`config.mk`:
```
export PLATFORM = sky130hd
export DESIGN_NAME = fcb_ctrl
export DESIGN_NICKNAME = d
export VERILOG_FILES = /design/src/verilog/fcb_cycle.v /design/src/verilog/fcb_ctrl.v
export VERILOG_INCLUDE_DIRS = /design/src /design/src/inc
export SDC_FILE = /design/constraint.sdc
export NUM_CORES = 1
export LEC_CHECK = 0
export ABC_AREA = 1
export BUFFER_PORTS_ARGS = -buffer_cell sky130_fd_sc_hd__buf_2
export CORE_ASPECT_RATIO = 1.1
export CORE_UTILIZATION = 56
export CTS_CLUSTER_DIAMETER = 50
export CTS_CLUSTER_SIZE = 8
export DETAILED_ROUTE_END_ITERATION = 6
export GPL_TIMING_DRIVEN = 0
export HOLD_SLACK_MARGIN = 0.15
export PLACE_DENSITY = 0.8
export SLEW_MARGIN = 20
export SYNTH_ARGS = -nofsm -noshare
export SYNTH_HDL_FRONTEND = slang
export SYNTH_SLANG_ARGS = --single-unit
```
`constraint.sdc`:
```
create_clock -name clock -period 1.71 [get_ports clock]
set_input_delay 0.2565 -clock clock [delete_from_list [all_inputs] [get_ports clock]]
set_output_delay 0.2565 -clock clock [all_outputs]
set_load 0.05 [all_outputs]
```
`src/inc/fcb_defs.vh`:
```
/*
 * constants of the flash command bus controller: register offsets,
 * control field positions, flash command bytes and strobe timing.
 * assumes a 200 MHz clock and a byte-wide or word-wide flash part.
 */
`ifndef FCB_DEFS_VH
`define FCB_DEFS_VH

// ----------------------------------------------------------------
// register offsets (byte addresses on the register bus)
// ----------------------------------------------------------------
`define FCB_REG_CTRL      8'h00
`define FCB_REG_ADDR      8'h04
`define FCB_REG_WDATA     8'h08
`define FCB_REG_RDATA     8'h0C
`define FCB_REG_STATUS    8'h10

// ----------------------------------------------------------------
// control register fields
// ----------------------------------------------------------------
`define FCB_CTRL_GO       0
`define FCB_CTRL_OP_LO    1
`define FCB_CTRL_OP_HI    3
`define FCB_CTRL_WIDE     4
`define FCB_CTRL_UNLOCK   5
`define FCB_CTRL_WPHIGH   6
`define FCB_CTRL_VPP      7
`define FCB_CTRL_PDOWN    8
`define FCB_CTRL_RESET    9'h000

// ----------------------------------------------------------------
// operation codes written to the op field
// ----------------------------------------------------------------
`define FCB_OP_READ       3'h0
`define FCB_OP_PROGRAM    3'h1
`define FCB_OP_ERASE      3'h2
`define FCB_OP_ID         3'h3
`define FCB_OP_STATUS     3'h4

// ----------------------------------------------------------------
// status register fields
// ----------------------------------------------------------------
`define FCB_ST_BUSY       0
`define FCB_ST_DONE       1
`define FCB_ST_READMODE   2
`define FCB_ST_FL_LO      8
`define FCB_ST_FL_HI      15

// ----------------------------------------------------------------
// flash command bytes
// ----------------------------------------------------------------
`define FCB_CMD_ERASE_ARM 8'h20
`define FCB_CMD_ERASE_GO  8'hD0
`define FCB_CMD_PROG_PREP 8'h40
`define FCB_CMD_PROG_ALT  8'h10
`define FCB_CMD_READ_ARR  8'hFF
`define FCB_CMD_ID_QUERY  8'h90
`define FCB_SR_READY_BIT  7

// ----------------------------------------------------------------
// strobe timing
// ----------------------------------------------------------------
`define FCB_CLK_NS        5
`define FCB_ACCESS_NS     80
`define FCB_WPULSE_NS     50
`define FCB_ACCESS_CYC    ((`FCB_ACCESS_NS + `FCB_CLK_NS - 1) / `FCB_CLK_NS)
`define FCB_WPULSE_CYC    ((`FCB_WPULSE_NS + `FCB_CLK_NS - 1) / `FCB_CLK_NS)
// strobe counter loads, one less than the cycle counts above
`define FCB_ACCESS_LOAD   5'h0F
`define FCB_WPULSE_LOAD   5'h09

`endif

```
`src/verilog/fcb_cycle.v`:
```
/*
 * one flash bus cycle: a single write or read on the flash pins with
 * chip select, output enable and write strobe timed from the clock.
 * assumes the flash samples write data on the rising write strobe.
 */
`timescale 1ns/1ps
`include "fcb_defs.vh"

module fcb_cycle (
	input  wire        clock,
	input  wire        srst,
	input  wire        start,
	input  wire        isWrite,
	input  wire        wide,
	input  wire [19:0] addrIn,
	input  wire [15:0] dataIn,
	input  wire [15:0] flDqIn,
	output reg  [19:0] flAddr,
	output reg  [15:0] flDqOut,
	output reg         flDqOe,
	output reg         flCeN,
	output reg         flOeN,
	output reg         flWeN,
	output reg  [15:0] rdData,
	output reg         done
);

	localparam [1:0] C_IDLE   = 2'h0;
	localparam [1:0] C_SETUP  = 2'h1;
	localparam [1:0] C_STROBE = 2'h2;
	localparam [1:0] C_HOLD   = 2'h3;

	reg [1:0] state_reg;
	reg [4:0] count_reg;
	reg       write_reg;

	// ----------------------------------------------------------------
	// cycle sequencer
	// ----------------------------------------------------------------
	always @(posedge clock) begin
		if (srst) begin
			state_reg <= C_IDLE;
			count_reg <= 5'h0;
			write_reg <= 1'b0;
			flAddr    <= 20'h0_0000;
			flDqOut   <= 16'h0000;
			flDqOe    <= 1'b0;
			flCeN     <= 1'b1;
			flOeN     <= 1'b1;
			flWeN     <= 1'b1;
			rdData    <= 16'h0000;
			done      <= 1'b0;
		end else begin
			done <= 1'b0;
			case (state_reg)
			C_IDLE: begin
				if (start) begin
					flAddr    <= addrIn;
					flDqOut   <= dataIn;
					write_reg <= isWrite;
					flDqOe    <= isWrite;
					flCeN     <= 1'b0;
					state_reg <= C_SETUP;
				end
			end
			C_SETUP: begin
				flWeN     <= ~write_reg;
				flOeN     <= write_reg;
				count_reg <= write_reg ? `FCB_WPULSE_LOAD :
				                         `FCB_ACCESS_LOAD;
				state_reg <= C_STROBE;
			end
			C_STROBE: begin
				if (count_reg == 5'h0) begin
					flWeN     <= 1'b1;
					flOeN     <= 1'b1;
					// upper lines dead in byte mode
					if (!write_reg)
						rdData <= wide ? flDqIn : {8'h00, flDqIn[7:0]};
					state_reg <= C_HOLD;
				end else begin
					count_reg <= count_reg - 5'h1;
				end
			end
			C_HOLD: begin
				flCeN     <= 1'b1;
				flDqOe    <= 1'b0;
				done      <= 1'b1;
				state_reg <= C_IDLE;
			end
			default: begin
				state_reg <= C_IDLE;
			end
			endcase
		end
	end

endmodule // fcb_cycle

```
`src/verilog/fcb_ctrl.v`:
```
/*
 * host-side controller for a block-erasable flash part: software
 * orders reads, programs, erases and id reads over a wishbone slave;
 * the controller runs the command sequences on the flash pins.
 * assumes the flash pins are wired directly and voltage switches for
 * unlock and program supply are driven from the control outputs.
 */
//
// Overview of operation
// - erase is arm byte then confirm
// - program is prepare byte then data
// - read-array command before array reads after operations
// - commands and status on low lines only
// - hold unlock or protect-high until done
`timescale 1ns/1ps
`include "fcb_defs.vh"

module fcb_ctrl (
	input  wire        clock,
	input  wire        srst,
	input  wire        cyc_i,
	input  wire        stb_i,
	input  wire        we_i,
	input  wire [7:0]  adr_i,
	input  wire [3:0]  sel_i,
	input  wire [31:0] dat_i,
	output reg  [31:0] dat_o,
	output reg         ack_o,
	input  wire [15:0] flDqIn,
	output wire [19:0] flAddr,
	output wire [15:0] flDqOut,
	output wire        flDqOe,
	output wire        flCeN,
	output wire        flOeN,
	output wire        flWeN,
	output reg         resetPowerdownN,
	output reg         unlockVoltageOn,
	output reg         writeProtectHigh,
	output reg         progSupplyOn,
	output reg         flWordMode
);

	localparam [2:0] S_IDLE  = 3'h0;
	localparam [2:0] S_ARRAY = 3'h1;
	localparam [2:0] S_FIRST = 3'h2;
	localparam [2:0] S_SECND = 3'h3;
	localparam [2:0] S_POLL  = 3'h4;
	localparam [2:0] S_READ  = 3'h5;

	// ----------------------------------------------------------------
	// byte-lane merge of a register write
	// ----------------------------------------------------------------
	function [31:0] wbMerge;
		input [31:0] old;
		input [31:0] val;
		input [3:0]  sel;
		integer      i;
		begin
			wbMerge = old;
			for (i = 0; i < 4; i = i + 1)
				if (sel[i])
					wbMerge[i*8 +: 8] = val[i*8 +: 8];
		end
	endfunction

	reg  [8:0]  ctrl_reg;
	reg  [19:0] addr_reg;
	reg  [15:0] wdata_reg;
	reg  [15:0] rdata_reg;
	reg  [7:0]  flStat_reg;
	reg  [2:0]  op_reg;
	reg  [2:0]  state_reg;
	reg         busy_reg;
	reg         done_reg;
	reg         readMode_reg;
	reg         launched_reg;
	reg         cycStart_reg;
	reg         cycWrite_reg;
	reg  [19:0] cycAddr_reg;
	reg  [15:0] cycData_reg;
	wire [15:0] cycRdData;
	wire        cycDone;
	wire        wbReq;
	wire        wbWrite;
	wire        goReq;
	wire [31:0] ctrlMerged;
	wire [31:0] addrMerged;
	wire [31:0] wdataMerged;

	assign wbReq       = cyc_i & stb_i & ~ack_o;
	assign wbWrite     = wbReq & we_i;
	assign ctrlMerged  = wbMerge({23'h00_0000, ctrl_reg}, dat_i, sel_i);
	assign addrMerged  = wbMerge({12'h000, addr_reg}, dat_i, sel_i);
	assign wdataMerged = wbMerge({16'h0000, wdata_reg}, dat_i, sel_i);
	assign goReq = wbWrite & (adr_i == `FCB_REG_CTRL) & sel_i[0] &
	               dat_i[`FCB_CTRL_GO] & ~busy_reg;

	// ----------------------------------------------------------------
	// pin cycle engine
	// ----------------------------------------------------------------
	fcb_cycle uCycle (
		.clock   (clock),
		.srst    (srst),
		.start   (cycStart_reg),
		.isWrite (cycWrite_reg),
		.wide    (flWordMode),
		.addrIn  (cycAddr_reg),
		.dataIn  (cycData_reg),
		.flDqIn  (flDqIn),
		.flAddr  (flAddr),
		.flDqOut (flDqOut),
		.flDqOe  (flDqOe),
		.flCeN   (flCeN),
		.flOeN   (flOeN),
		.flWeN   (flWeN),
		.rdData  (cycRdData),
		.done    (cycDone)
	);

	// ----------------------------------------------------------------
	// wishbone slave: one wait state, unmapped reads give zero
	// ----------------------------------------------------------------
	always @(posedge clock) begin
		if (srst) begin
			ack_o     <= 1'b0;
			dat_o     <= 32'h0000_0000;
			ctrl_reg  <= `FCB_CTRL_RESET;
			addr_reg  <= 20'h0_0000;
			wdata_reg <= 16'h0000;
		end else begin
			ack_o <= wbReq;
			if (wbReq && !we_i) begin
				case (adr_i)
				`FCB_REG_CTRL:   dat_o <= {23'h00_0000, ctrl_reg};
				`FCB_REG_ADDR:   dat_o <= {12'h000, addr_reg};
				`FCB_REG_WDATA:  dat_o <= {16'h0000, wdata_reg};
				`FCB_REG_RDATA:  dat_o <= {16'h0000, rdata_reg};
				`FCB_REG_STATUS: dat_o <= {16'h0000, flStat_reg, 5'h00,
				                  readMode_reg, done_reg, busy_reg};
				default:         dat_o <= 32'h0000_0000;
				endcase
			end
			if (wbWrite && !busy_reg) begin
				case (adr_i)
				`FCB_REG_CTRL:  ctrl_reg  <= {ctrlMerged[8:1], 1'b0};
				`FCB_REG_ADDR:  addr_reg  <= addrMerged[19:0];
				`FCB_REG_WDATA: wdata_reg <= wdataMerged[15:0];
				default: ;
				endcase
			end
		end
	end

	// ----------------------------------------------------------------
	// pin levels from control register
	// ----------------------------------------------------------------
	always @(posedge clock) begin
		if (srst) begin
			resetPowerdownN  <= 1'b1;
			unlockVoltageOn  <= 1'b0;
			writeProtectHigh <= 1'b0;
			progSupplyOn     <= 1'b0;
			flWordMode       <= 1'b0;
		end else begin
			resetPowerdownN  <= ~ctrl_reg[`FCB_CTRL_PDOWN];
			unlockVoltageOn  <= ctrl_reg[`FCB_CTRL_UNLOCK];
			writeProtectHigh <= ctrl_reg[`FCB_CTRL_WPHIGH];
			progSupplyOn     <= ctrl_reg[`FCB_CTRL_VPP];
			flWordMode       <= ctrl_reg[`FCB_CTRL_WIDE];
		end
	end

	// ----------------------------------------------------------------
	// command sequencer
	// ----------------------------------------------------------------
	always @(posedge clock) begin
		if (srst) begin
			state_reg    <= S_IDLE;
			op_reg       <= `FCB_OP_READ;
			busy_reg     <= 1'b0;
			done_reg     <= 1'b0;
			readMode_reg <= 1'b1;
			launched_reg <= 1'b0;
			cycStart_reg <= 1'b0;
			cycWrite_reg <= 1'b0;
			cycAddr_reg  <= 20'h0_0000;
			cycData_reg  <= 16'h0000;
			rdata_reg    <= 16'h0000;
			flStat_reg   <= 8'h00;
		end else begin
			cycStart_reg <= 1'b0;
			if (cycDone)
				launched_reg <= 1'b0;
			case (state_reg)
			S_IDLE: begin
				// power-down returns device to read mode
				if (!resetPowerdownN) begin
					readMode_reg <= 1'b1;
					flStat_reg   <= 8'h00;
				end else if (goReq) begin
					op_reg   <= dat_i[`FCB_CTRL_OP_HI:`FCB_CTRL_OP_LO];
					busy_reg <= 1'b1;
					done_reg <= 1'b0;
					case (dat_i[`FCB_CTRL_OP_HI:`FCB_CTRL_OP_LO])
					`FCB_OP_READ:   state_reg <= readMode_reg ? S_READ
					                                           : S_ARRAY;
					`FCB_OP_STATUS: state_reg <= S_POLL;
					default:        state_reg <= S_FIRST;
					endcase
				end
			end
			S_ARRAY: begin
				if (!launched_reg) begin
					cycStart_reg <= 1'b1;
					cycWrite_reg <= 1'b1;
					cycAddr_reg  <= addr_reg;
					cycData_reg  <= {8'h00, `FCB_CMD_READ_ARR};
					launched_reg <= 1'b1;
				end else if (cycDone) begin
					readMode_reg <= 1'b1;
					state_reg    <= S_READ;
				end
			end
			S_FIRST: begin
				if (!launched_reg) begin
					cycStart_reg <= 1'b1;
					cycWrite_reg <= 1'b1;
					cycAddr_reg  <= addr_reg;
					case (op_reg)
					`FCB_OP_ERASE: cycData_reg <= {8'h00, `FCB_CMD_ERASE_ARM};
					`FCB_OP_ID:    cycData_reg <= {8'h00, `FCB_CMD_ID_QUERY};
					default:       cycData_reg <= {8'h00, `FCB_CMD_PROG_PREP};
					endcase
					launched_reg <= 1'b1;
				end else if (cycDone) begin
					readMode_reg <= 1'b0;
					state_reg    <= (op_reg == `FCB_OP_ID) ? S_READ : S_SECND;
				end
			end
			S_SECND: begin
				if (!launched_reg) begin
					cycStart_reg <= 1'b1;
					cycWrite_reg <= 1'b1;
					// erase confirm or program data at the full address from addr_reg
					cycAddr_reg  <= addr_reg;
					cycData_reg  <= (op_reg == `FCB_OP_ERASE) ?
					                {8'h00, `FCB_CMD_ERASE_GO} : wdata_reg;
					launched_reg <= 1'b1;
				end else if (cycDone) begin
					state_reg <= S_POLL;
				end
			end
			S_POLL: begin
				if (!launched_reg) begin
					// only status reads while engine busy
					cycStart_reg <= 1'b1;
					cycWrite_reg <= 1'b0;
					cycAddr_reg  <= addr_reg;
					launched_reg <= 1'b1;
				end else if (cycDone) begin
					flStat_reg <= cycRdData[7:0];
					if (cycRdData[`FCB_SR_READY_BIT] ||
					    op_reg == `FCB_OP_STATUS) begin
						busy_reg  <= 1'b0;
						done_reg  <= 1'b1;
						state_reg <= S_IDLE;
					end
				end
			end
			S_READ: begin
				if (!launched_reg) begin
					cycStart_reg <= 1'b1;
					cycWrite_reg <= 1'b0;
					// a0 picks maker or device code
					cycAddr_reg  <= (op_reg == `FCB_OP_ID) ?
					                {19'h0_0000, addr_reg[0]} : addr_reg;
					launched_reg <= 1'b1;
				end else if (cycDone) begin
					rdata_reg <= cycRdData;
					busy_reg  <= 1'b0;
					done_reg  <= 1'b1;
					state_reg <= S_IDLE;
				end
			end
			default: begin
				state_reg <= S_IDLE;
			end
			endcase
		end
	end

endmodule // fcb_ctrl

```
==> Word-level counts from Yosys, hierarchy flattened <==
Index checks and enable logic that the tools add are counted.
{ "totals": {"word_cells": 207, "out_inout_bits": 78, "ff_bits": 219, "inputBits": 65} }
{ "classes": {"eq_ne": 40, "n_mux": 72, "addsub": 1, "bitwise": 12, "reduce_logical": 45} }
{ "ops": {"columns": ["cell", "count"], "rows": [
  ["20-bit case mux with 5 select lines", 1],
  ["16-bit two-way mux", 5],
  ["20-bit two-way mux", 3],
  ["3-bit two-way mux", 16],
  ["16-bit case mux with 3 select lines", 1],
  ["20-bit case mux with 2 select lines", 1],
  ["2-bit inequality test (second input constant)", 18],
  ["3-bit AND reduction", 12],
  ["8-bit case mux with 2 select lines", 2],
  ["1-bit two-way mux", 25],
  ["8-bit two-way mux", 3],
  ["3-bit case mux with 6 select lines", 1],
  ["8-bit by 4-bit equality test with 1-bit output (second input constant)", 2],
  ["13-bit AND reduction", 1],
  ["3-bit by 2-bit equality test with 1-bit output (second input constant)", 4],
  ["3-bit equality test (second input constant)", 4],
  ["2-bit by 1-bit inequality test with 1-bit output (second input constant)", 6],
  ["1-bit case mux with 2 select lines", 5],
  ["5-bit case mux with 2 select lines", 1],
  ["2-bit AND reduction", 5],
  ["2-bit nonzero test", 5],
  ["1-bit case mux with 3 select lines", 3],
  ["3-bit nonzero test", 3],
  ["8-bit by 3-bit equality test with 1-bit output (second input constant)", 1],
  ["25 further kinds", 42]
]} }

==> Longest topological paths before layout <==
Gate-level depths: netlist of the first run.
{ "logic_depth": {"depth_word": 10, "ltp_mapped": 10, "depth_no_buf": 10} }

==> Cells and area by module <==
Synthesis of the first run repeated with hierarchy kept, for this count alone.
{ "hier_totals": {"cells_unflattened": 1173, "area_unflattened_um2": 8719.6} }
{ "by_module_without_submodules": {"columns": ["mod", "cells_each", "area_per_inst_um2", "n_inst", "seq_area_each_um2"], "rows": [
  ["fcb_ctrl", 817, 6127.1, 1, 2842.7],
  ["fcb_cycle", 356, 2592.5, 1, 1301.2]
]} }

==> Worst setup path after synthesis of the first run <==
OpenSTA, ideal clock, no wires.
{ "synth_timing": {"path_kind": "reg-to-reg", "from": "register ack_o", "to": "register ctrl_reg[4]", "synth_period_minus_slack_ps": 1564, "path_slack_ps": 146, "stages_incl_launch_ff": 9, "arrival_time_ps": 1444, "n_path_buf": 0, "required_ps": 1589, "setup_time_ps": 121, "path_cell_list": "dfxtp_1 > nor2_1 > nand2_1 > nor2_1 > inv_1 > nor2_2 > inv_1 > o21ai_0 > a21oi_1"} }
{ "synth_between": {"elab_chain_len": 5} }
{ "synth_lines": {"columns": ["element", "line", "source"], "rows": [
  ["start, declared", "fcb_ctrl.v:28", "output reg ack_o,"],
  ["start signal, assigned", "fcb_ctrl.v:131", "ack_o <= wbReq;"],
  ["1-bit NOT", "fcb_ctrl.v:90", "assign wbReq = cyc_i & stb_i & ~ack_o;"],
  ["1-bit AND", "fcb_ctrl.v:90", null],
  ["1-bit AND", "fcb_ctrl.v:91", "assign wbWrite = wbReq & we_i;"],
  ["1-bit logical AND", "fcb_ctrl.v:143", "if (wbWrite && !busy_reg) begin"],
  ["3-bit AND reduction (no line)", null, null],
  ["end signal, assigned", "fcb_ctrl.v:127", "ctrl_reg <= `FCB_CTRL_RESET;"],
  ["end signal, assigned", "fcb_ctrl.v:145", "`FCB_REG_CTRL: ctrl_reg <= {ctrlMerged[8:1], 1'b0};"],
  ["end, declared", "fcb_ctrl.v:66", "reg [8:0] ctrl_reg;"]
]} }
No other way between the ends.
A chain may end at the register's enable or synchronous reset.

==> Worst setup path after layout of the first run <==
{ "layout_timing": {"from": "register ack_o", "to": "register wdata_reg[12]"} }
{ "layout_between": {"elab_chain_len": 5} }
{ "layout_lines": {"columns": ["element", "line", "source"], "rows": [
  ["1-bit NOT", "fcb_ctrl.v:90", null],
  ["1-bit AND", "fcb_ctrl.v:90", null],
  ["1-bit AND", "fcb_ctrl.v:91", null],
  ["1-bit logical AND", "fcb_ctrl.v:143", null],
  ["3-bit AND reduction (no line)", null, null],
  ["end signal, assigned", "fcb_ctrl.v:147", "`FCB_REG_WDATA: wdata_reg <= wdataMerged[15:0];"],
  ["end, declared", "fcb_ctrl.v:68", "reg [15:0] wdata_reg;"]
]} }
No other way between the ends.

==> results of run 1 <==
worst register-to-register path, delay by kind of cell (launching register included):
family	cells	cell delay, ps
flip-flops	1	340
buffers and inverters	2	300
AND/OR/NAND/NOR	6	860
path summary, 6_finish.rpt:
| path | from | endpoint | slack (ps) | depth (start not counted) |
|---|---|---|---|---|
| worst max-delay path | ack_o$_SDFF_PP0_ | wdata_reg[12]$_SDFFE_PP0P_ | 100 | 8 |
| worst min register to register | cycData_reg[4]$_SDFFE_PP0P_ | cycData_reg[4]$_SDFFE_PP0P_ | 460 | 2 |
| worst max register to register | ack_o$_SDFF_PP0_ | wdata_reg[12]$_SDFFE_PP0P_ | 100 | 8 |
| worst min-delay path | sel_i[2] | addr_reg[18]$_SDFFE_PP0P_ | 160 | 4 |
cells by family (layout without fill, tap and decap cells):
kind of cell,count (synthesis),after routing
compound gates,273,273
fa+ha+maj,6,6
buf+inv,141,333
flops,207,207
other cells,1,12
simple gates,479,479
cells in the final DEF, fill, tap and decap left out, types with 2 or more instances in the layout:
master / count
clkbuf_16: 29
nand2_4: 2
nor2_4: 9
buf_2: 122
o21ai_1: 4
nand3_1: 89
ha_1: 5
nand4_1: 14
dfxtp_1: 205
conb_1: 12
nand2_1: 133
clkbuf_2: 6
nor2_1: 200
inv_4: 2
buf_6: 5
a22oi_1: 19
buf_4: 22
o211ai_1: 3
clkbuf_1: 29
a21oi_1: 108
nor2_2: 9
clkbuf_4: 7
nand3b_1: 9
dlygate4sd3_1: 38
o21ai_0: 134
inv_2: 4
nor3_1: 7
nand2_2: 3
inv_1: 66
dfxtp_2: 2
cell type report:
cell class / count / area, sq um / area share [%]
clock buffers: 30 / 729 / 6.94
inverters: 73 / 279 / 2.66
flip-flops and latches: 207 / 4150 / 39.5
clock inverters: 1 / 8.76 / 0.0834
well taps: 192 / 240 / 2.29
repair buffers: 161 / 1010 / 9.65
multi-input cells: 770 / 3700 / 35.2
plain buffers: 68 / 390 / 3.72
cells in the mapped netlist (2+ instances only):
cell type  number  share of area [%]
dfxtp_1       207                 49
clkbuf_1       36                1.6
a22oi_1        19                1.7
nor3_1          7               0.42
inv_2           3               0.13
clkinv_1        2              0.089
inv_1          67                3.0
buf_4          14                1.3
a21oi_1       108                6.4
o211ai_1        3               0.27
nand2_1       136                6.1
nor2_1        205                9.2
nand3_1        89                5.3
ha_1            6               0.89
buf_1           2              0.089
o21ai_0       135                8.0
buf_2          11               0.66
nand4_1        14                1.0
o21ai_1         3               0.18
nand2_4         2               0.27
nor2_2          8               0.60
nor2_4          5               0.67
nand3b_1        9               0.80
buf_6           5               0.67
metal layers:
| layer | up-vias | track usage, % | wire length (microns) |
|---|---|---|---|
| met4 | 0 | 13.6 | 789 |
| li1 | 4057 | - | - |
| met2 | 355 | 56.0 | 12100 |
| met1 | 3882 | 38.9 | 10300 |
| met5 | - | 0 | 0 |
| met3 | 65 | 4.17 | 1740 |
repair_timing:
item,4_1_cts,5_1_grt
setup buffers,0,7
endpoints found under the hold margin,64,0
endpoints found under the setup margin,65,143
cloned,0,0
resized for setup,13,27
hold buffers,38,0
pin swaps,0,2
stage by stage:
| step | hold WS (ps) | setup TNS (ps) | area (sq um) |
|---|---|---|---|
| floorplan | 366 | 0 | 8440 |
| global placement | 432 | -5980 | 9260 |
| detailed placement | 444 | -9890 | 9260 |
| CTS | 158 | 0 | 10400 |
| global route | 230 | -176 | 10500 |
| finish | 164 | 0 | 10500 |
report_power, final:
part	internal (W)	switching [W]
clock network	0.00295	0.00191
registers	0.00539	0.000353
logic	0.00163	0.00364
==> impl_metrics.tcl, run 1 <==
set metrics [dict create \
    outcome "completed" \
    post-route-min-period_ps 1610 \
    max_slew_margin_pct 53.2 \
    synth-seq-area-share_pct 49.4 \
    drc 0 \
    htree_levels 1 \
    avgSynthCellArea_sq_um 7.58 \
    required_ps 2130 \
    synth-compound-area-share_pct 17.3 \
    yosysWarnings 0 \
    worstSetupStartpointType "flip-flop" \
    area_growth_pct 25.2 \
    overflow 0 \
    grt_setup_unrepaired "yes" \
    synth_adder_area_share_pct 0.894 \
    synth_edf_count 0 \
    ys_types 35 \
    fin_cells 1502 \
    gp_congestion 0.915 \
    coreArea_sq_mm 0.0145 \
    maxSlewViolCount 0 \
    fin_util_pct 72.4 \
    max_freq_mhz 621 \
    crit_chain "nor2_2 > nand2_1 > inv_1 > nand2_1 > nor2_4 > inv_1 > nor2_1 > nor2_1" \
    wl_per_cell_microns 16.6 \
    fin_skew_ps 9.68 \
    row_count 46 \
    drive_above_1_share_pct 17.5 \
    dieArea_sq_mm 0.0155 \
    async_flop_share_pct 0 \
    syn_inst 1107 \
    drtIter0Drc 688 \
    final-setup-viol-count 0 \
    synthMuxAreaShare_pct 0 \
    path_class "reg -> reg" \
    clock_latency_ps 530 \
    fp.dieW_microns 119 \
    fillers 1182 \
    ios 143 \
    grtUsageTotal_pct 31.6 \
    hold_viol 0 \
    dp_slack_ps -204 \
    crit_fanout 9 \
    p_per_area_mw_per_mm2 1510 \
    worstSetupEndpointType "flip-flop" \
    cts_root_buffer "clkbuf_16" \
    clk_pin_slew_ps 50 \
    synthXorXnorAreaFrac_pct 0 \
    dr.pass1.iters 5 \
    slowest_stage "dfxtp_1" \
    num_antenna_cells 0 \
    maxCapViolations 0 \
    routed_via_density 5.57 \
    wirelength_mm 24.9 \
    hold_path_class "in -> reg" \
    synth-simple-area-share_pct 24.9 \
    setup_ws_ps 99.8 \
    cp_slowest_stage_delay_ps 340 \
    num_vias 8359 \
    ir_drop_v 0.000951 \
    io_buffers 116 \
    critPathTopFamily "simple AND/OR/NAND/NOR gates" \
    period_share_pct 94.2 \
    crit_arrival_ps 2030 \
    cts_buffers 29 \
    start_util_pct 57.9 \
    synth-seq-cells 207 \
    dp_hpwl_mm 17.9 \
    die_h_microns 130 \
    clockBufferDepth 3 \
    total_power_w 0.0159 \
    cts_sinks 207 \
    nNetsFinal 1381 \
    grt_max_degree 15 \
    max_slew.worst_pin.slew_ps 702 \
    synth_ff_type "dfxtp_1" \
    syn-cell-area_sq_mm 0.00840 \
    path_buf_inv 2 \
    antenna_left 0 \
    grt_pass1_vias 7603 \
    dp.cells 1426 \
    cts_tree "built" \
    antenna_found_initial 0 \
    grt_pass1_wl_mm 38.5 \
    p_leak_nw 4.55 \
    synth_top_family_by_area "simple AND/OR/NAND/NOR gates" \
]
Power figures use the tool's default switching activity.
==> run 2, diff against run 1 <==
--- a/config.mk
+++ b/config.mk
@@ -16,6 +16,7 @@
 export GPL_TIMING_DRIVEN = 0
 export HOLD_SLACK_MARGIN = 0.15
 export PLACE_DENSITY = 0.8
+export REMOVE_ABC_BUFFERS = 1
 export SLEW_MARGIN = 20
 export SYNTH_ARGS = -nofsm -noshare
 export SYNTH_HDL_FRONTEND = slang
==> impl_metrics.tcl, run 2 (synthesis results as in run 1) <==
set metrics [dict create \
    outcome "completed" \
    period_share_pct 96.8 \
    drc 0 \
    routed_via_density 5.62 \
    final_area_sq_mm 0.0104 \
    wl_per_cell_microns 16.6 \
    die_h_microns 130 \
    nNetsFinal 1330 \
    maxCapViolations 0 \
    fp.dieW_microns 119 \
    ir_drop_v 0.000994 \
    top_layer "met4" \
    dieArea_sq_mm 0.0155 \
    grt_max_degree 93 \
    cts_root_buffer "clkbuf_16" \
    route.met3.wl_mm 1.70 \
    area_growth_pct 24.4 \
    clock_latency_ps 530 \
    wl_met2_mm 11.7 \
    antenna_found_initial 0 \
    layout_common_cells "204 x dfxtp_1, 197 x nor2_1, 132 x o21ai_0" \
    num_vias 8150 \
    row_count 46 \
    htree_levels 1 \
    post-route-min-period_ps 1660 \
    clk_pin_slew_ps 50 \
    final-setup-viol-count 0 \
    start_util_pct 57.9 \
    crit_fanout 19 \
    drtIter0Drc 694 \
    overflow 0 \
    hold_viol 0 \
    grt_pass1_vias 7517 \
    hold_slack_ps 218 \
    max_slew.worst_pin.slew_ps 813 \
    antenna_left 0 \
    dp_hpwl_mm 14.4 \
    routedLengthMet1_mm 9.81 \
    clockBufferDepth 3 \
    dr.pass1.iters 6 \
    setup_ws_ps 54.4 \
    path_class "reg -> reg" \
    required_ps 2120 \
    fin_skew_ps 7.90 \
    num_antenna_cells 0 \
    worstSetupEndpointType "flip-flop" \
    p_sw_w 0.00608 \
    p_int_w 0.00990 \
    worstSetupStartpointType "flip-flop" \
    drive_above_1_share_pct 17.4 \
    p_per_area_mw_per_mm2 1530 \
    power_frac_comb_pct 33.5 \
    dp_slack_ps -935 \
    final_common_cell "dfxtp_1" \
    cts_buffers 29 \
    cts_tree "built" \
    io_buffers 117 \
    wirelength_mm 24.0 \
    dpl_cell_area_sq_mm 0.00897 \
    crit_arrival_ps 2070 \
    gp_congestion 0.853 \
    setup-tns-final_ps 0 \
    max_freq_mhz 604 \
    cts_sinks 207 \
    maxSlewViolCount 0 \
    hold_path_class "in -> reg" \
    coreArea_sq_mm 0.0145 \
    total_power_w 0.0160 \
    seqPwrFrac_pct 36.2 \
    max_slew_margin_pct 45.6 \
    grt_pass1_wl_mm 37.4 \
    ios 143 \
    switching_share_pct 38.1 \
    grtUsageTotal_pct 30.1 \
    p_leak_nw 4.42 \
    pwr-share-clk_pct 30.3 \
]
-- run 2: cell types whose count changed in the layout (fill, tap and decap cells not counted), moves of 3 or more --
cell | before | now
clkinvlp_4 | 0 | 4
buf_6 | 5 | 0
nor2_1 | 200 | 197
nor2_4 | 9 | 14
clkbuf_2 | 6 | 0
nand2_1 | 133 | 130
clkbuf_4 | 7 | 0
clkbuf_1 | 29 | 1
buf_4 | 22 | 15
buf_2 | 122 | 116
inv_1 | 66 | 60
-- run 2: layout make-up --
cell class              instances  area, sq um
clock inverters                 1         8.76
multi-input cells             773         3820
repair buffers                174         1170
well taps                     192          240
repair inverters                1         7.51
clock buffers                  30          729
fillers                      1160         4060
inverters                      73          317
flip-flops and latches        207         4150
-- run 2: critical path, cell delays in order (launching register included) --
cell and delay, ps:
dfxtp_4 440, clkinvlp_4 220, o211ai_4 280, buf_4 170, nor2_4 40, buf_12 160, a22oi_1 170, nor2_1 60
-- run 2: power by group through the flow --
| stage | logic (W) | clock network, W | registers (W) |
|---|---|---|---|
| after floorplan | 0.00258 | 0 | 0.00652 |
| after global placement | 0.00437 | 0 | 0.00581 |
| after detailed placement | 0.00446 | 0 | 0.00582 |
| after CTS | 0.00505 | 0.00487 | 0.00576 |
| after global routing | 0.00582 | 0.00509 | 0.00584 |
| final | 0.00535 | 0.00485 | 0.00579 |
-- run 2: worst paths after layout --
path / endpoint / cells after the start / slack [ps] / from
setup / recovery: cycAddr_reg[19]$_SDFFE_PP0P_ / 7 / 50 / state_reg[1]$_SDFFE_PP0P_
hold / removal: flStat_reg[3]$_SDFFE_PP0P_ / 3 / 220 / srst
setup reg to reg: cycAddr_reg[19]$_SDFFE_PP0P_ / 7 / 50 / state_reg[1]$_SDFFE_PP0P_
hold reg to reg: resetPowerdownN$_SDFF_PP1_ / 1 / 390 / ctrl_reg[8]$_SDFFE_PP0P_
-- run 2: metrics by stage --
step,utilization (%),std cells
floorplan,-,1050
global placement,61.4,1359
detailed placement,61.8,1361
CTS,71.1,1446
global route,72.0,1451
finish,72.0,1451
-- run 2: what timing repair did --
item / 4_1_cts / 5_1_grt
buffers inserted: 11 / 4
gates resized for setup: 25 / 29
pin swaps: 6 / 4
setup endpoints to repair: 161 / 122
cloned: 3 / 1
hold buffers: 40 / 0
endpoints found under the hold margin: 76 / 0
-- run 2: routing by layer --
| metal | GRT usage, % | up-vias |
|---|---|---|
| met5 | 0 | - |
| met3 | 4.56 | 69 |
| met1 | 36.7 | 3774 |
| met4 | 12.5 | 0 |
| li1 | - | 3966 |
| met2 | 53.7 | 341 |
